===== src/core/fsps_map.vh =====
// Constants for the flash self-program sequencer
`ifndef FSPS_MAP_VH
`define FSPS_MAP_VH
// Control register bit positions
`define FSPS_BIT_ENABLE      0
`define FSPS_BIT_ERASE       1
`define FSPS_BIT_WRITE       2
`define FSPS_BIT_LOCKSET     3
`define FSPS_BIT_REENABLE    4
`define FSPS_BIT_BUSY        6
`define FSPS_BIT_IRQ_EN      7
// Command patterns in the five low bits
`define FSPS_CMD_MASK        5'h1F
`define FSPS_CMD_LOAD        5'h01
`define FSPS_CMD_ERASE       5'h03
`define FSPS_CMD_WRITE       5'h05
`define FSPS_CMD_LOCKSET     5'h09
`define FSPS_CMD_REENABLE    5'h11
// Arming window in cycles
`define FSPS_ARM_CYCLES      3'h4
// Pointer fields: word [5:1], page [15:6]
`define FSPS_WORD_LSB        1
`define FSPS_WORD_MSB        5
`define FSPS_PAGE_LSB        6
`define FSPS_PAGE_MSB        15
`define FSPS_WORDS           32
// Flash operation time, 3.2 ms minimum at 100 MHz
`define FSPS_PROG_TIME_US    3200
`define FSPS_PROG_CYCLES     (`FSPS_PROG_TIME_US * 100)
// Application reset address
`define FSPS_APP_VECTOR      16'h0000
`endif


===== src/core/fsps_sequencer.v =====
// Flash self-program sequencer: arming, page buffer, erase and write timing
// Operation
// Boot fuse 1 resets to 0x0000, fuse 0 resets to loader start.
// Software has no path to change any fuse.
// Address comes from sixteen-bit pointer, high and low register-file bytes.
// Address is latched when an operation starts.
// Lock-bit setting ignores the pointer entirely.
// Load-program reads bytes, pointer bit zero picks low or high.
// Erase pattern plus store within four cycles erases the addressed page.
// Erase of halting region stalls CPU; readable region erase allows fetches.
// Load pattern plus store writes data word into buffer slot.
// Buffer clears after page write, on region re-enable, and on reset.
// Software loads each buffer slot at most once between clears.
// EEPROM write during page loading discards loaded buffer words.
// Write pattern plus store programs buffer into addressed page.
// Write to halting region stalls CPU; readable region write allows reads.
// Buffer accepts loads in any order, before or after erase.
// Software uses the same page for erase and write.
// Interrupt request holds while enabled and the enable bit is clear.
// During erase or write, readable region is blocked, busy flag set.
// Writing region re-enable after programming clears busy and unblocks.
// Software should protect loader region unless replacing it.
// Armed command clears if no store follows within four cycles.
// A counter from control write times the arming window.
`timescale 1ns/1ps
`include "fsps_map.vh"
module fsps_sequencer #(
  parameter PROG_CYCLES = `FSPS_PROG_CYCLES,
  parameter [15:0] LOADER_START = 16'h1C00
) (
  // Clock and reset
  input  wire        clk,
  input  wire        reset,
  // Fuse and EEPROM status
  input  wire        boot_vector_select_fuse,
  input  wire        eeprom_write,
  // Control register access
  input  wire        ctrl_write,
  input  wire [7:0]  ctrl_wdata,
  output reg  [7:0]  selfprog_control_register,
  // CPU instructions and register file
  input  wire        store_program,
  input  wire        load_program,
  input  wire [7:0]  flash_pointer_high,
  input  wire [7:0]  flash_pointer_low,
  input  wire [7:0]  data_r1,
  input  wire [7:0]  data_r0,
  output reg  [7:0]  load_data,
  output reg         load_valid,
  // CPU control
  output reg  [15:0] reset_vector,
  output reg         cpu_stall,
  output reg         region_blocked,
  output reg         selfprog_irq,
  // Flash array
  output reg         flash_erase,
  output reg         flash_write,
  output reg         flash_lock_set,
  output reg  [9:0]  flash_page,
  output reg  [4:0]  flash_word_index,
  output reg  [15:0] flash_word_data,
  output reg  [7:0]  flash_lock_data,
  output reg         flash_read,
  output reg  [15:0] flash_read_byte_addr,
  input  wire [15:0] flash_read_word
);
  localparam [3:0] S_IDLE  = 4'b0001;
  localparam [3:0] S_ERASE = 4'b0010;
  localparam [3:0] S_WRITE = 4'b0100;
  localparam [3:0] S_LOCK  = 4'b1000;

  reg  [3:0]  state_reg;
  reg  [3:0]  state_next;
  reg  [4:0]  cmd_reg;
  reg  [2:0]  arm_cnt_reg;
  reg         irq_en_reg;
  reg         busy_reg;
  reg         loading_reg;
  reg  [18:0] time_cnt_reg;
  reg  [4:0]  wr_index_reg;
  reg         read_pend_reg;
  reg         read_hi_reg;
  reg         fuse_seen_reg;
  reg         last_reg;

  wire [15:0] pointer;
  wire [9:0]  ptr_page;
  wire [4:0]  ptr_word;
  wire        idle;
  wire        launch;
  wire        arm_load;
  wire        arm_erase;
  wire        arm_write;
  wire        arm_lock;
  wire        reenable;
  wire        op_done;
  wire        buf_load;
  wire        buf_clear;
  wire [15:0] buf_rdata;
  wire        buf_rvalid;

  // Pointer split into page and word fields
  assign pointer  = {flash_pointer_high, flash_pointer_low};
  assign ptr_page = pointer[`FSPS_PAGE_MSB:`FSPS_PAGE_LSB];
  assign ptr_word = pointer[`FSPS_WORD_MSB:`FSPS_WORD_LSB];

  // Pointer page in the halting region stalls the CPU
  function in_halting;
    input [9:0] page;
    begin
      in_halting = ({page, 6'h00} >= LOADER_START);
    end
  endfunction

  function cmd_is;
    input [4:0] cmd;
    input [4:0] pat;
    begin
      cmd_is = ((cmd & `FSPS_CMD_MASK) == pat);
    end
  endfunction

  assign idle      = (state_reg == S_IDLE);
  assign launch    = store_program && (arm_cnt_reg != 3'h0) && idle;
  assign arm_load  = cmd_is(cmd_reg, `FSPS_CMD_LOAD);
  assign arm_erase = cmd_is(cmd_reg, `FSPS_CMD_ERASE);
  assign arm_write = cmd_is(cmd_reg, `FSPS_CMD_WRITE);
  assign arm_lock  = cmd_is(cmd_reg, `FSPS_CMD_LOCKSET);
  assign reenable  = launch && cmd_is(cmd_reg, `FSPS_CMD_REENABLE);
  assign op_done   = !idle && (time_cnt_reg == 19'h00000);
  assign buf_load  = launch && arm_load;
  // Page write end, re-enable and EEPROM write while loading clear the buffer
  assign buf_clear = (op_done && (state_reg == S_WRITE)) || reenable
                     || (eeprom_write && loading_reg);

  fsps_page_buffer u_buffer (
    .clk        (clk),
    .reset      (reset),
    .load       (buf_load),
    .load_index (ptr_word),
    .load_data  ({data_r1, data_r0}),
    .clear      (buf_clear),
    .read_index (wr_index_reg),
    .read_data  (buf_rdata),
    .read_valid (buf_rvalid)
  );

  always @* begin
    state_next = state_reg;
    case (state_reg)
      S_IDLE: begin
        if (launch && arm_erase) begin
          state_next = S_ERASE;
        end else if (launch && arm_write) begin
          state_next = S_WRITE;
        end else if (launch && arm_lock) begin
          state_next = S_LOCK;
        end
      end
      S_ERASE, S_WRITE, S_LOCK: begin
        if (op_done) begin
          state_next = S_IDLE;
        end
      end
      default: state_next = S_IDLE;
    endcase
  end

  always @(posedge clk or posedge reset) begin
    if (reset) begin
      state_reg    <= S_IDLE;
      time_cnt_reg <= 19'h00000;
    end else begin
      state_reg <= state_next;
      if (idle && state_next != S_IDLE) begin
        time_cnt_reg <= PROG_CYCLES[18:0] - 19'h00001;
      end else if (!idle && time_cnt_reg != 19'h00000) begin
        time_cnt_reg <= time_cnt_reg - 19'h00001;
      end
    end
  end

  // Control register arming; only software-writable bits, no fuse path
  always @(posedge clk or posedge reset) begin
    if (reset) begin
      cmd_reg     <= 5'h00;
      arm_cnt_reg <= 3'h0;
      irq_en_reg  <= 1'b0;
    end else if (ctrl_write && idle) begin
      cmd_reg     <= ctrl_wdata[4:0];
      irq_en_reg  <= ctrl_wdata[`FSPS_BIT_IRQ_EN];
      arm_cnt_reg <= ctrl_wdata[`FSPS_BIT_ENABLE] ? `FSPS_ARM_CYCLES : 3'h0;
    end else if (launch) begin
      arm_cnt_reg <= 3'h0;
      if (arm_load || reenable) begin
        cmd_reg <= 5'h00;
      end
    end else if (arm_cnt_reg != 3'h0) begin
      arm_cnt_reg <= arm_cnt_reg - 3'h1;
      if (arm_cnt_reg == 3'h1) begin
        cmd_reg <= 5'h00;
      end
    end else if (op_done) begin
      cmd_reg <= 5'h00;
    end
  end

  // Busy flag set by erase or write, cleared only by re-enable
  always @(posedge clk or posedge reset) begin
    if (reset) begin
      busy_reg    <= 1'b0;
      loading_reg <= 1'b0;
    end else begin
      if (launch && (arm_erase || arm_write)) begin
        busy_reg <= 1'b1;
      end else if (reenable) begin
        busy_reg <= 1'b0;
      end
      if (buf_clear) begin
        loading_reg <= 1'b0;
      end else if (buf_load) begin
        loading_reg <= 1'b1;
      end
    end
  end

  // Latched operation address and array strobes
  always @(posedge clk or posedge reset) begin
    if (reset) begin
      flash_page       <= 10'h000;
      flash_erase      <= 1'b0;
      flash_write      <= 1'b0;
      flash_lock_set   <= 1'b0;
      flash_lock_data  <= 8'hFF;
      flash_word_index <= 5'h00;
      flash_word_data  <= 16'hFFFF;
      wr_index_reg     <= 5'h00;
      last_reg         <= 1'b0;
      cpu_stall        <= 1'b0;
    end else begin
      flash_erase    <= 1'b0;
      flash_lock_set <= 1'b0;
      if (launch && (arm_erase || arm_write)) begin
        flash_page <= ptr_page;
        cpu_stall  <= in_halting(ptr_page);
      end else if (op_done) begin
        cpu_stall <= 1'b0;
      end
      if (launch && arm_erase) begin
        flash_erase <= 1'b1;
      end
      if (launch && arm_lock) begin
        flash_lock_set  <= 1'b1;
        flash_lock_data <= data_r0;
      end
      // Page write streams buffer words to the array, one per cycle;
      // the strobe stays up one cycle past the last word so word 31 is seen
      if (launch && arm_write) begin
        flash_write  <= 1'b1;
        wr_index_reg <= 5'h00;
        last_reg     <= 1'b0;
      end else if (flash_write) begin
        if (last_reg) begin
          flash_write <= 1'b0;
          last_reg    <= 1'b0;
        end else begin
          flash_word_index <= wr_index_reg;
          flash_word_data  <= buf_rvalid ? buf_rdata : 16'hFFFF;
          wr_index_reg     <= wr_index_reg + 5'h01;
          last_reg         <= (wr_index_reg == 5'h1F);
        end
      end
    end
  end

  // Byte read by load-program
  always @(posedge clk or posedge reset) begin
    if (reset) begin
      flash_read           <= 1'b0;
      flash_read_byte_addr <= 16'h0000;
      read_pend_reg        <= 1'b0;
      read_hi_reg          <= 1'b0;
      load_data            <= 8'h00;
      load_valid           <= 1'b0;
    end else begin
      flash_read    <= load_program;
      read_pend_reg <= load_program;
      load_valid    <= read_pend_reg;
      if (load_program) begin
        flash_read_byte_addr <= pointer;
        read_hi_reg          <= pointer[0];
      end
      if (read_pend_reg) begin
        load_data <= read_hi_reg ? flash_read_word[15:8] : flash_read_word[7:0];
      end
    end
  end

  // Status view, interrupt level and reset vector
  always @(posedge clk or posedge reset) begin
    if (reset) begin
      selfprog_control_register <= 8'h00;
      selfprog_irq              <= 1'b0;
      region_blocked            <= 1'b0;
      reset_vector              <= `FSPS_APP_VECTOR;
      fuse_seen_reg             <= 1'b0;
    end else begin
      selfprog_control_register <= {irq_en_reg, busy_reg, 1'b0, cmd_reg};
      selfprog_irq   <= irq_en_reg && !cmd_reg[`FSPS_BIT_ENABLE];
      region_blocked <= busy_reg;
      if (!fuse_seen_reg) begin
        fuse_seen_reg <= 1'b1;
        reset_vector  <= boot_vector_select_fuse ? `FSPS_APP_VECTOR : LOADER_START;
      end
    end
  end
endmodule // fsps_sequencer


===== src/core/fsps_page_buffer.v =====
// Temporary page buffer of sixteen-bit words with per-word load tracking
`timescale 1ns/1ps
module fsps_page_buffer (
  // Clock and reset
  input  wire        clk,
  input  wire        reset,
  // Load port
  input  wire        load,
  input  wire [4:0]  load_index,
  input  wire [15:0] load_data,
  // Clear
  input  wire        clear,
  // Read port
  input  wire [4:0]  read_index,
  output wire [15:0] read_data,
  output wire        read_valid
);
  reg [15:0] word_mem [0:31];
  reg [31:0] loaded_reg;
  integer i;

  // Any order of loads is accepted; clear drops all loaded words
  always @(posedge clk or posedge reset) begin
    if (reset) begin
      loaded_reg <= 32'h00000000;
    end else if (clear) begin
      loaded_reg <= 32'h00000000;
    end else if (load) begin
      loaded_reg[load_index] <= 1'b1;
    end
  end

  always @(posedge clk) begin
    if (load && !clear) begin
      word_mem[load_index] <= load_data;
    end
  end

  // Unloaded words read as erased flash
  assign read_valid = loaded_reg[read_index];
  assign read_data  = loaded_reg[read_index] ? word_mem[read_index] : 16'hFFFF;
endmodule // fsps_page_buffer


===== config.mk =====
export PLATFORM = sky130hd
export DESIGN_NAME = fsps_sequencer
export DESIGN_NICKNAME = d
export VERILOG_FILES = /design/src/core/fsps_sequencer.v /design/src/core/fsps_page_buffer.v
export VERILOG_INCLUDE_DIRS = /design/src /design/src/core
export SDC_FILE = /design/constraint.sdc
export NUM_CORES = 1
export LEC_CHECK = 0
export BUFFER_PORTS_ARGS = -buffer_cell sky130_fd_sc_hd__buf_2
export CORE_UTILIZATION = 50
export DETAILED_ROUTE_END_ITERATION = 7
export PLACE_DENSITY = 0.69
export SETUP_SLACK_MARGIN = 0.4
export SYNTH_ARGS = -nofsm -noshare
export SYNTH_HDL_FRONTEND = slang
export SYNTH_SLANG_ARGS = --single-unit
export TNS_END_PERCENT = 1

===== constraint.sdc =====
create_clock -name clk -period 5.66 [get_ports clk]
set_input_delay 1.132 -clock clk [delete_from_list [all_inputs] [get_ports clk]]
set_output_delay 1.132 -clock clk [all_outputs]
set_load 0.005 [all_outputs]

==> After elaboration in Yosys (flattened, before gate mapping) <==
Memories as Yosys holds them, arrays and structs flattened.
Index checks and enable logic that the tools add are counted.
{ "totals": {"regBits": 168, "ram_bits": 512, "output_inout_bits": 95, "elab_cells": 137, "mem_count": 1} }
{ "op_classes": {"n_addsub": 3, "n_lt_le_gt_ge": 4, "eq_ne": 15, "mux": 45, "n_bitwise": 3, "reduce_logical": 38} }
{ "memory_table": {"columns": ["name", "depth", "word_bits", "read_ports", "rd_clocked_by_memory_dff", "wr", "line", "source"], "rows": [
  ["u_buffer.word_mem", 32, 16, 1, 0, 1, "fsps_page_buffer.v:18", "reg [15:0] word_mem [0:31];"]
]} }
{ "ops": {"columns": ["operator", "n"], "rows": [
  ["$mux W32", 2],
  ["$mux W5", 9],
  ["$mux W19", 2],
  ["$or A32 B32 Y32", 1],
  ["$logic_not A19 Y1", 1],
  ["$reduce_bool A19 Y1", 1],
  ["$sub A19 B1 Y19 const B", 1],
  ["$mux W1", 18],
  ["$logic_and A1 B1 Y1", 17],
  ["$ge A16 B13 Y1 const B", 1],
  ["$mux W16", 1],
  ["$mux W4", 4],
  ["$mux W13", 1],
  ["$lt A5 B6 Y1 const B", 2],
  ["$mux W3", 4],
  ["$eq A5 B5 Y1 const B", 2],
  ["$reduce_bool A2 Y1", 5],
  ["$mux W8", 1],
  ["$pmux W4 S2", 1],
  ["$reduce_and A3 Y1", 2],
  ["$reduce_bool A3 Y1", 2],
  ["$add A5 B1 Y5 const B", 1],
  ["$bmux W1 S5", 1],
  ["$demux W1 S5", 1],
  ["other kinds (21)", 27]
]} }

==> Longest topological paths before layout <==
Gate-level depths: netlist of the first run.
{ "depth": {"word_depth": 11, "depth_mapped": 10, "ltp_nobuf": 8} }

==> Modules after synthesis <==
Synthesis of the first run repeated with hierarchy kept, for this count alone.
{ "unflattened": {"cells_unflattened": 1646, "area_unflattened_um2": 26923.3} }
{ "modules_own_cells": {"columns": ["module", "instances", "cells_each", "area_per_inst_um2", "seq_area_each_um2"], "rows": [
  ["fsps_page_buffer", 1, 1179, 21551.9, 16175.5],
  ["fsps_sequencer", 1, 467, 5371.4, 3009.1]
]} }

==> Worst setup path before layout of the first run <==
Ideal clock, no wire load.
{ "synth_path": {"kind": "reg-to-reg", "startpoint": "reg state_reg[0]", "endpoint": "mem u_buffer.word_mem[0][0], enable pin", "setup_time_ns": 0.430, "arrival_time_ns": 3.709, "required_ns": 5.230, "setup_slack_ns": 1.521, "stages_incl_launch_ff": 7, "path_buffers": 2, "path_cell_list": "dfstp_2 > or4b_2 > clkbuf_1 > nor4_4 > nand2_1 > clkbuf_1 > nor4_1"} }
{ "synth_between": {"elab_chain_cells": 10} }
{ "synth_lines": {"columns": ["element", "line", "source"], "rows": [
  ["start, declared", "fsps_sequencer.v:72", "reg [3:0] state_reg;"],
  ["start signal, assigned", "fsps_sequencer.v:174", "state_reg <= state_next;"],
  ["$eq A4 B1 Y1", "fsps_sequencer.v:123", "assign idle = (state_reg == S_IDLE);"],
  ["$logic_not A1 Y1", "fsps_sequencer.v:130", "assign op_done = !idle && (time_cnt_reg == 19'h00000);"],
  ["$logic_and A1 B1 Y1", "fsps_sequencer.v:130", null],
  ["$logic_and A1 B1 Y1", "fsps_sequencer.v:133", "assign buf_clear = (op_done && (state_reg == S_WRITE)) || reenable"],
  ["$logic_or A1 B1 Y1", "fsps_sequencer.v:133", null],
  ["$logic_or A1 B1 Y1", "fsps_sequencer.v:134", "|| (eeprom_write && loading_reg);"],
  ["$logic_not A1 Y1", "fsps_page_buffer.v:34", "if (load && !clear) begin"],
  ["$logic_and A1 B1 Y1 (*)", "fsps_page_buffer.v:34", null],
  ["$mux W1 (*)", "fsps_page_buffer.v:34", null],
  ["$mux W1 (not written as such) (*)", "fsps_page_buffer.v:35", "word_mem[load_index] <= load_data;"],
  ["end, declared", "fsps_page_buffer.v:18", null]
]} }
Every way passes the cells marked *; elsewhere a longest branch is shown, timed or not.

==> Worst setup path in the final report of the first run <==
{ "layout_path": {"startpoint": "reg state_reg[0]", "endpoint": "mem u_buffer.word_mem[6][0], enable pin"} }
Same word-level chain as after synthesis.

==> results of run 1 <==
worst paths after layout:
path / startpoint / endpoint / slack (ns) / depth (start not counted)
setup / recovery: state_reg[0]$_DFF_PP1_ / u_buffer.word_mem[6][0]$_DFFE_PP_ / 2.05 / 6
hold reg to reg: busy_reg$_DFFE_PP0P_ / selfprog_control_register[6]$_DFF_PP0_ / 0.40 / 0
min in group asynchronous: reset / flash_page[9]$_DFFE_PP0P_ / 0.80 / 2
setup reg to reg: state_reg[0]$_DFF_PP1_ / u_buffer.word_mem[6][0]$_DFFE_PP_ / 2.05 / 6
hold / removal: busy_reg$_DFFE_PP0P_ / selfprog_control_register[6]$_DFF_PP0_ / 0.40 / 0
max in group asynchronous: reset / flash_lock_data[3]$_DFFE_PP1P_ / 3.73 / 3
cells by family after synthesis:
family          Yosys count
compound gates          176
xor+xnor                 22
fa+ha+maj                 7
simple gates            253
buf+inv                 121
other cells               2
flops                   663
mux                     185
worst max-delay path, delay by kind of cell (launching register included):
kind | cells | cell delay (ns)
simple gates | 4 | 1.96
flops | 1 | 0.55
buf+inv | 2 | 0.74
metal layers:
metal | vias to the layer above | share of wire | track usage
met2 | 576 | 0.50 | 0.365
met5 | - | 0 | 0
li1 | 6053 | - | -
met3 | 106 | 0.071 | 0.0460
met4 | 0 | 0.029 | 0.0807
met1 | 7243 | 0.40 | 0.305
Yosys cell counts (4+ instances only):
library cell | instances | area share
nand3_1 | 7 | 0.0013
or2_2 | 6 | 0.0014
a21boi_0 | 5 | 0.0014
mux2_2 | 33 | 0.014
or4_1 | 4 | 0.0011
a21oi_1 | 28 | 0.0053
xnor2_1 | 15 | 0.0050
xor2_1 | 7 | 0.0023
inv_1 | 9 | 0.0013
mux2i_1 | 18 | 0.0069
nand4_1 | 7 | 0.0017
buf_1 | 16 | 0.0023
nand2_1 | 48 | 0.0069
o21ai_0 | 6 | 0.0011
a22o_1 | 6 | 0.0020
clkbuf_1 | 57 | 0.0082
dfrtp_1 | 126 | 0.12
mux4_2 | 134 | 0.12
buf_4 | 22 | 0.0063
buf_6 | 6 | 0.0026
dfstp_2 | 25 | 0.025
a211oi_1 | 5 | 0.0014
nand3b_1 | 5 | 0.0014
buf_2 | 10 | 0.0019
nor2b_1 | 10 | 0.0024
a22oi_1 | 34 | 0.0097
ha_1 | 7 | 0.0033
o32a_1 | 16 | 0.0061
nand2b_1 | 13 | 0.0031
nor3_1 | 55 | 0.010
nor4_1 | 39 | 0.0093
edfxtp_1 | 512 | 0.59
nor2_1 | 39 | 0.0056
o22ai_1 | 33 | 0.0079
a21o_1 | 33 | 0.0094
cell type report:
cell class	count	area share
Sequential cell	663	0.639
Multi-Input combinational cell	658	0.224
Clock buffer	91	0.0624
Timing Repair Buffer	185	0.0353
Tap cell	680	0.0283
Clock inverter	34	0.00942
Inverter	10	0.00142
Antenna cell	3	0.000250
power by group through the flow:
stage / clock network [mW] / logic, mW / registers [mW]
after detailed placement: 0 / 3.41 / 6.00
after global routing: 4.59 / 3.62 / 5.94
after floorplan: 0 / 2.42 / 5.81
final: 4.35 / 3.38 / 5.90
after CTS: 4.42 / 3.43 / 5.90
after global placement: 0 / 3.35 / 5.99
==> summary.md, run 1 <==
| Metric | Value |
|---|---|
| Yosys cell types | `56` |
| Largest net degree at the start of global routing | `113` |
| Startpoint types | `register` |
| Largest family of logic cells by synthesized area | `multiplexers` |
| Clock root cell | `clkbuf_16` |
| PD cells | `454 nW/um^2` |
| CTS Buffer Depth | `3` |
| Cts hold-fix bufs | `0` |
| Post-Synthesis Cells | `1429` |
| Average routed wire per standard cell | `25.3 um` |
| Synth Area per Inst | `18.4 um^2` |
| Fin area | `30000 um^2` |
| Sum Neg Setup Slack | `0 ns` |
| First-pass GRT wire length | `88.2 mm` |
| Adder-cell share of the synthesized area | `0.00334` |
| Footprint of the multi-input gates | `6720 um^2` |
| Number of synthesized flops with an enable pin | `512` |
| Share of layout cells above drive strength 1 | `0.318` |
| Cell Area, Synth | `26200 um^2` |
| Most common cell after layout, fill and taps aside | `edfxtp_1` |
| Pwr Total | `13.6 mW` |
| Outcome | `complete, no violations` |
| Worst path slowest cell | `or4b_2` |
| Xor/xnor cell area share of the yosys netlist | `0.00735` |
| Max FFs per register | `512` |
| NetSw | `4.02 mW` |
| Cell Rows | `83` |
| Drt total wl | `58.9 mm` |
| TritonCTS clock tree | `built` |
| Reg power frac | `0.433` |
| Max-Cap Viols | `0` |
| Setup Skew | `0.0241 ns` |
| Power share of the clock group | `0.319` |
| Fillers | `3776` |
| Total core area | `51600 um^2` |
| CTS clock-pin slew for the worst setup and hold paths | `0.06 ns` |
| Synth async-reset ratio | `0.228` |
| Final Util | `0.582` |
| WS Path Type | `register to register` |
| Initial DRC Count | `1366` |
| Setup Fix Bufs, Post-CTS | `0` |
| Routability Congestion | `0.846` |
| Final Hold Fails | `0` |
| Internal | `9.61 mW` |
| Place WS | `1.92 ns` |
| RSZ-0062 raised after global routing | `false` |
| Worst rel slew slack | `0.210` |
| Final antenna-violating net count | `0` |
| Total track usage | `0.225` |
| Final slew viol count | `0` |
| Vias in the first global route | `14200` |
| Initial antenna violation count | `2` |
| Compound-cell area share of the yosys netlist | `0.0478` |
| Final setup vio count | `0` |
| GRT overflow | `0` |
| Hold/Removal Path Class | `register to register` |
| Post-synthesis mux area share | `0.136` |
| Worst-Margin Slew | `1.18 ns` |
| Die height | `231 um` |
| Final period util | `0.638` |
| Fin crit period | `3.61 ns` |
| Crit-path max cell delay | `0.70 ns` |
| H-tree levels | `3` |
| PortBufs | `141` |
| Yosys reg bits | `663` |
| CTS resizes | `0` |
| Commonest cells after routing, fill and taps aside | `edfxtp_1 (512), buf_2 (141), mux4_2 (134), dfrtp_1 (123), clkbuf_16 (72)` |
| Total Nets Final | `1657` |
| Via count | `14000` |
| Syn. warnings | `0` |
| 1st-pass router iterations | `5` |
| Num Clock Sinks | `663` |
| Seq/Total Area, Yosys | `0.731` |
| Worst skew pair latency | `0.60 ns` |
| Comb pwr share | `0.248` |
| Main synth FF type | `edfxtp_1` |
| CP endpoint kind | `register` |
| Worst path most repeated cell | `buf_4` |
| CTS buffer count | `69` |
| Peak supply drop | `0.000438 V` |
| Non-filler cells in the finished layout | `2324` |
| DP HPWL | `34.6 mm` |
| DR vias/cell | `6.01` |
| Placed Cells | `2196` |
| CP Max Fanout | `27` |
| Simple-gate share of the synthesized area | `0.0512` |
| Static Leak | `10.5 nW` |
| CP required | `5.92 ns` |
| Initial Util | `0.508` |
| Seq. cell area | `19200 um^2` |
| P&R area growth vs syn | `14.5%` |
| Sw Share | `0.295` |
| # DRC | `0` |
| Final setup margin | `2.05 ns` |
| # IOs | `158` |
| Max Freq | `0.277 GHz` |
| Worst path arrival time | `3.86 ns` |
| WHS | `0.396 ns` |
| Die area | `53400 um^2` |
| Crit path cell chain | `or4b_2 -> nor4_4 -> nand2_2 -> buf_4 -> nor4_2 -> buf_4` |
| Die width | `231 um` |
| Dpl cell area | `27900 um^2` |
No activity file was read; power rests on OpenSTA's default activity.
==> inputs of run 2 (changes only) <==
--- a/config.mk
+++ b/config.mk
@@ -9,7 +9,7 @@
 export BUFFER_PORTS_ARGS = -buffer_cell sky130_fd_sc_hd__buf_2
 export CORE_UTILIZATION = 50
 export DETAILED_ROUTE_END_ITERATION = 7
-export PLACE_DENSITY = 0.69
+export PLACE_DENSITY = 0.71
 export SETUP_SLACK_MARGIN = 0.4
 export SYNTH_ARGS = -nofsm -noshare
 export SYNTH_HDL_FRONTEND = slang
==> constraint.sdc (replaced) <==
create_clock -name clk -period 3.32 [get_ports clk]
set_input_delay 0.664 -clock clk [delete_from_list [all_inputs] [get_ports clk]]
set_output_delay 0.664 -clock clk [all_outputs]
set_load 0.005 [all_outputs]
==> summary.md, run 2 (synthesis gave the netlist of run 1 again) <==
| Metric | Value |
|---|---|
| Outcome | `complete, no violations` |
| Sw Share | `0.293 (-0.00231)` |
| Reg power frac | `0.425 (-0.008)` |
| Initial Util | `0.508 (unchanged)` |
| Cell Rows | `83 (unchanged)` |
| Final setup vio count | `0 (unchanged)` |
| Worst skew pair latency | `0.60 ns (about the same)` |
| P&R area growth vs syn | `19.5%` |
| Worst path arrival time | `3.31 ns (-0.55 ns)` |
| H-tree levels | `3 (unchanged)` |
| Power share of the clock group | `0.316 (-0.003)` |
| Setup Skew | `0.0222 ns (-0.00188 ns)` |
| Num Clock Sinks | `663 (unchanged)` |
| PD cells | `760 nW/um^2 (+67%)` |
| CTS Buffer Depth | `3 (unchanged)` |
| Worst-Margin Slew | `1.11 ns (-0.0656 ns)` |
| Initial antenna violation count | `1 (-1)` |
| Final Hold Fails | `0 (unchanged)` |
| Max-Cap Viols | `0 (unchanged)` |
| CP endpoint kind | `register` |
| NetSw | `6.97 mW (+74%)` |
| Startpoint types | `register` |
| Worst path most repeated cell | `buf_6` |
| CTS clock-pin slew for the worst setup and hold paths | `0.06 ns (about the same)` |
| WS Path Type | `register to register` |
| First-pass GRT wire length | `93.1 mm (+5.6%)` |
| Clock root cell | `clkbuf_16` |
| Fin crit period | `2.96 ns (-0.645 ns)` |
| Drt total wl | `62.6 mm (+6.4%)` |
| # IOs | `158 (unchanged)` |
| Most common cell after layout, fill and taps aside | `edfxtp_1` |
| Total core area | `51600 um^2 (unchanged)` |
| Crit path cell chain | `inv_2 -> ha_4 -> or3b_4 -> or4_4 -> or4_4 -> nand2_8 -> buf_6 -> buf_12 -> nor4_4 -> buf_6 -> buf_6` |
| DR vias/cell | `6.08 (+1.0%)` |
| RSZ-0062 raised after global routing | `true` |
| Largest net degree at the start of global routing | `58 (-49%)` |
| Hold/Removal Path Class | `primary input to register` |
| Via count | `14600 (+4.5%)` |
| Static Leak | `11.1 nW (+6.2%)` |
| Worst path slowest cell | `or4_4` |
| Internal | `16.9 mW (+75%)` |
| # DRC | `0 (unchanged)` |
| Final period util | `0.893 (+0.255)` |
| Fillers | `3528 (-6.6%)` |
| TritonCTS clock tree | `built` |
| Max Freq | `0.337 GHz (+22%)` |
| Die area | `53400 um^2 (unchanged)` |
| Vias in the first global route | `15000 (+6.1%)` |
| CP required | `3.66 ns (-2.26 ns)` |
| Die width | `231 um (unchanged)` |
| CTS buffer count | `67 (-2.9%)` |
| Final slew viol count | `0 (unchanged)` |
| Pwr Total | `23.8 mW (+75%)` |
| Final antenna-violating net count | `0 (unchanged)` |
| 1st-pass router iterations | `5 (unchanged)` |
| Average routed wire per standard cell | `26.0 um (+2.8%)` |
| Total track usage | `0.238 (+0.0124)` |
| Final Util | `0.608 (+0.0257)` |
| Peak supply drop | `0.000447 V (+2.1%)` |
| Comb pwr share | `0.260 (+0.012)` |
| Crit-path max cell delay | `0.49 ns (-0.21 ns)` |
| Diode count | `0 (-3)` |
| DP HPWL | `37.0 mm (+7.0%)` |
| Die height | `231 um (unchanged)` |
| Share of layout cells above drive strength 1 | `0.365 (+0.0465)` |
| Routability Congestion | `0.831 (-1.8%)` |
| Initial DRC Count | `1567 (+15%)` |
| CP Max Fanout | `9 (-67%)` |
| GRT overflow | `0 (unchanged)` |
| Max FFs per register | `512 (unchanged)` |
| Commonest cells after routing, fill and taps aside | `edfxtp_1 (512), buf_2 (141), mux4_2 (134), dfrtp_1 (123), clkbuf_16 (72)` |
| PortBufs | `141 (unchanged)` |
| Worst rel slew slack | `0.257 (+0.0472)` |
| Total Nets Final | `1745 (+5.3%)` |
-- run 2: changes by cell type in the layout (fill, tap and decap cells not counted), sizes merged --
| cell | before | now |
|---|---|---|
| buf | 185 | 271 |
| bufinv | 4 | 5 |
| clkbuf | 91 | 96 |
| dlygate4sd3 | 0 | 1 |
| diode | 3 | 0 |
| clkinv | 26 | 19 |
| inv | 13 | 11 |
-- run 2: worst max-delay path: cells and delay by family, from the launching register on --
kind / cells / cell delay (ns)
buffers and inverters: 5 / 0.67
flip-flops: 1 / 0.39
AND/OR/NAND/NOR: 5 / 1.51
adder cells (fa/ha/maj): 1 / 0.12
-- run 2: area by class of cell --
cell class                      count  area, um^2  share of cell area
Clock buffer                       93        1940              0.0618
Timing Repair Buffer              275        2150              0.0685
Clock inverter                     26         259             0.00826
Multi-Input combinational cell    658        6930               0.221
Sequential cell                   663       19200               0.612
Inverter                           10        41.3             0.00132
Tap cell                          680         851              0.0271
-- run 2: final timing paths --
path / to / slack, ns / cells past startpoint / startpoint
setup reg to reg: u_buffer.word_mem[21][4]$_DFFE_PP_ / 0.36 / 11 / time_cnt_reg[1]$_DFFE_PP0P_
max in group asynchronous: flash_word_index[3]$_DFFE_PP0P_ / 1.83 / 4 / reset
hold reg to reg: selfprog_control_register[6]$_DFF_PP0_ / 0.38 / 0 / busy_reg$_DFFE_PP0P_
hold / removal: reset_vector[11]$_DFFE_PP0N_ / 0.25 / 2 / boot_vector_select_fuse
setup / recovery: u_buffer.word_mem[21][4]$_DFFE_PP_ / 0.36 / 11 / time_cnt_reg[1]$_DFFE_PP0P_
min in group asynchronous: flash_page[1]$_DFFE_PP0P_ / 0.51 / 3 / reset
-- run 2: power by group through the flow --
stage | combinational [mW] | sequential (mW) | clock, mW
6_report | 6.20 | 10.1 | 7.52
2_1_floorplan | 4.13 | 9.91 | 0
5_1_grt | 6.57 | 10.2 | 7.95
3_5_place_dp | 5.95 | 10.3 | 0
3_3_place_gp | 5.84 | 10.2 | 0
4_1_cts | 6.10 | 10.1 | 7.61
-- run 2: stage by stage --
step	setup TNS, ns	instances	cell area [um^2]	hold WS, ns	worst slack (ns)
6_report	0	2405	31400	0.252	0.356
5_1_grt	0	2405	31400	0.263	0.318
4_1_cts	0	2371	30900	0.222	0.296
3_5_place_dp	0	2227	28200	0.368	0.0698
3_3_place_gp	0	2227	28200	0.364	0.139
2_1_floorplan	-416.64	1442	26300	0.354	-0.819
-- run 2: timing repair --
action	in CTS	in global routing
hold buffers	1	0
endpoints found under the hold margin	2	0
resized for setup	78	24
endpoints found under the setup margin	513	529
setup buffers	10	29
pin swaps	6	14
cloned	14	5
-- run 2: layer usage --
layer  vias up  wire length (um)  track usage
met2       712             31600        0.398
met4         2              1980       0.0803
met5         -                13            0
met1      7560             24200        0.307
li1       6219                 -            -
met3       119              4890       0.0544
==> inputs of run 3 (changes only) <==
--- a/config.mk
+++ b/config.mk
@@ -9,6 +9,8 @@
 export BUFFER_PORTS_ARGS = -buffer_cell sky130_fd_sc_hd__buf_2
 export CORE_UTILIZATION = 50
 export DETAILED_ROUTE_END_ITERATION = 7
+export HOLD_SLACK_MARGIN = 0.1
+export MAX_ROUTING_LAYER = met4
 export PLACE_DENSITY = 0.71
 export SETUP_SLACK_MARGIN = 0.4
 export SYNTH_ARGS = -nofsm -noshare
==> constraint.sdc (replaced) <==
create_clock -name clk -period 3.32 [get_ports clk]
set_input_delay 0 -clock clk [delete_from_list [all_inputs] [get_ports clk]]
set_output_delay 0 -clock clk [all_outputs]
set_load 0.005 [all_outputs]
==> summary.md, run 3 (synthesis gave the netlist of run 1 again) <==
| Metric | Value |
|---|---|
| Worst-Margin Slew | `0.972 ns (-0.143 ns)` |
| Initial DRC Count | `1338 (-15%)` |
| Final Hold Fails | `0 (unchanged)` |
| Die width | `231 um (unchanged)` |
| Final setup vio count | `0 (unchanged)` |
| Outcome | `complete, no violations` |
| Most common cell after layout, fill and taps aside | `edfxtp_1` |
| PortBufs | `141 (unchanged)` |
| Fin crit period | `3.00 ns (+0.0399 ns)` |
| Dpl cell area | `28300 um^2 (+0.52%)` |
| GRT overflow | `0 (unchanged)` |
| Vias in the first global route | `15300 (+1.9%)` |
| PD cells | `758 nW/um^2 (-0.33%)` |
| Initial Util | `0.508 (unchanged)` |
| Largest net degree at the start of global routing | `71 (+22%)` |
| P&R area growth vs syn | `22.0%` |
| Clock root cell | `clkbuf_16` |
| Routability Congestion | `0.860 (+3.5%)` |
| Max-Cap Viols | `0 (unchanged)` |
| H-tree levels | `3 (unchanged)` |
| Drt total wl | `64.1 mm (+2.4%)` |
| Worst rel slew slack | `0.351 (+0.0940)` |
| Total Nets Final | `1772 (+1.5%)` |
| WS Path Type | `register to register` |
| Commonest cells after routing, fill and taps aside | `edfxtp_1 (512), buf_2 (141), mux4_2 (134), dfrtp_1 (123), clkbuf_16 (71)` |
| Average routed wire per standard cell | `26.3 um (+1.1%)` |
| First-pass GRT wire length | `96.4 mm (+3.6%)` |
| Initial antenna violation count | `2 (+1)` |
| Share of layout cells above drive strength 1 | `0.341 (-0.0239)` |
| Final slew viol count | `0 (unchanged)` |
| Max Freq | `0.333 GHz (-1.3%)` |
| Via count | `14800 (+1.4%)` |
| Die area | `53400 um^2 (unchanged)` |
| Hold/Removal Path Class | `primary input to async pin` |
| 1st-pass router iterations | `7 (+2)` |
| TritonCTS clock tree | `built` |
| Setup Skew | `0.0294 ns (+0.00721 ns)` |
| Final antenna-violating net count | `0 (unchanged)` |
| Total track usage | `0.254 (+0.0163)` |
| DR vias/cell | `6.08 (about the same)` |
| Static Leak | `11.2 nW (+1.0%)` |
| Total core area | `51600 um^2 (unchanged)` |
| Die height | `231 um (unchanged)` |
| Max FFs per register | `512 (unchanged)` |
| CP required | `3.68 ns (+0.02 ns)` |
| CTS clock-pin slew for the worst setup and hold paths | `0.06 ns (about the same)` |
| Num Clock Sinks | `663 (unchanged)` |
| DP HPWL | `38.2 mm (+3.3%)` |
| Fin area | `32000 um^2 (+2.0%)` |
| Cell Rows | `83 (unchanged)` |
| Worst path arrival time | `3.36 ns (+0.05 ns)` |
| Fillers | `3515 (-0.37%)` |
| Startpoint types | `register` |
| Peak supply drop | `0.000452 V (+1.0%)` |
| WHS | `0.166 ns (-0.0864 ns)` |
| Sum Neg Setup Slack | `0 ns (unchanged)` |
| # IOs | `158 (unchanged)` |
| CP Max Fanout | `16 (+7)` |
| CTS Buffer Depth | `3 (unchanged)` |
| RSZ-0062 raised after global routing | `true` |
| Final period util | `0.905 (+0.0120)` |
| CTS buffer count | `67 (unchanged)` |
| CP endpoint kind | `register` |
| Worst skew pair latency | `0.62 ns (+0.02 ns)` |
| # DRC | `0 (unchanged)` |
run 3: timing repair:
action	CTS	global route
gates resized for setup	13	7
buffers inserted	37	7
endpoints found under the setup margin	544	542
cloned	3	2
hold endpoints to repair	618	0
hold buffers	62	0
pin swaps	30	4
run 3: cell type report:
type	instances	area, um^2	area share
Clock inverter	37	430	0.0135
Tap cell	680	851	0.0266
Multi-Input combinational cell	658	7040	0.220
Inverter	10	41.3	0.00129
Antenna cell	1	2.50	0.0000782
Timing Repair Buffer	302	2610	0.0815
Clock buffer	85	1840	0.0574
Sequential cell	663	19200	0.600
run 3: per-stage QoR:
stage                     setup slack, ns   util  cells  total power [mW]
after floorplan                    -0.117      -   1442              14.1
after global placement             0.0991  0.548   2202              16.3
after detailed placement          -0.0237  0.548   2202              16.4
after CTS                           0.326  0.618   2426              24.3
after global routing                0.279  0.620   2436              25.1
final                               0.316  0.620   2436              24.2
run 3: metal layers:
layer,vias up,share of wire,GRT usage
met4,0,0.035,0.0902
met3,138,0.069,0.0455
met5,-,0,-
met2,668,0.51,0.420
li1,6281,-,-
met1,7723,0.38,0.316
run 3: final timing paths:
path / start / slack, ns / end / cells after the start
worst max-delay path: time_cnt_reg[10]$_DFFE_PP0P_ / 0.32 / u_buffer.word_mem[20][15]$_DFFE_PP_ / 7
worst min-delay path: reset / 0.17 / selfprog_control_register[6]$_DFF_PP0_ / 3
worst max register to register: time_cnt_reg[10]$_DFFE_PP0P_ / 0.32 / u_buffer.word_mem[20][15]$_DFFE_PP_ / 7
worst min register to register: busy_reg$_DFFE_PP0P_ / 0.38 / selfprog_control_register[6]$_DFF_PP0_ / 0
max in group asynchronous: reset / 2.12 / cmd_reg[4]$_DFFE_PP0P_ / 4
min in group clk: ctrl_wdata[3] / 0.17 / cmd_reg[3]$_DFFE_PP0P_ / 3
run 3: worst max-delay path, cell delays in order, from the launching register on:
cell and delay, ns:
dfrtp_1 0.41, or4_4 0.56, or4_4 0.55, or4_4 0.58
nand2_8 0.17, clkbuf_16 0.21, nor4_4 0.06, buf_12 0.19
run 3: power by group:
group,switching (mW),internal (mW)
Combinational,3.39,2.97
Sequential,0.627,9.49
Clock,3.19,4.58
Total,7.21,17.0
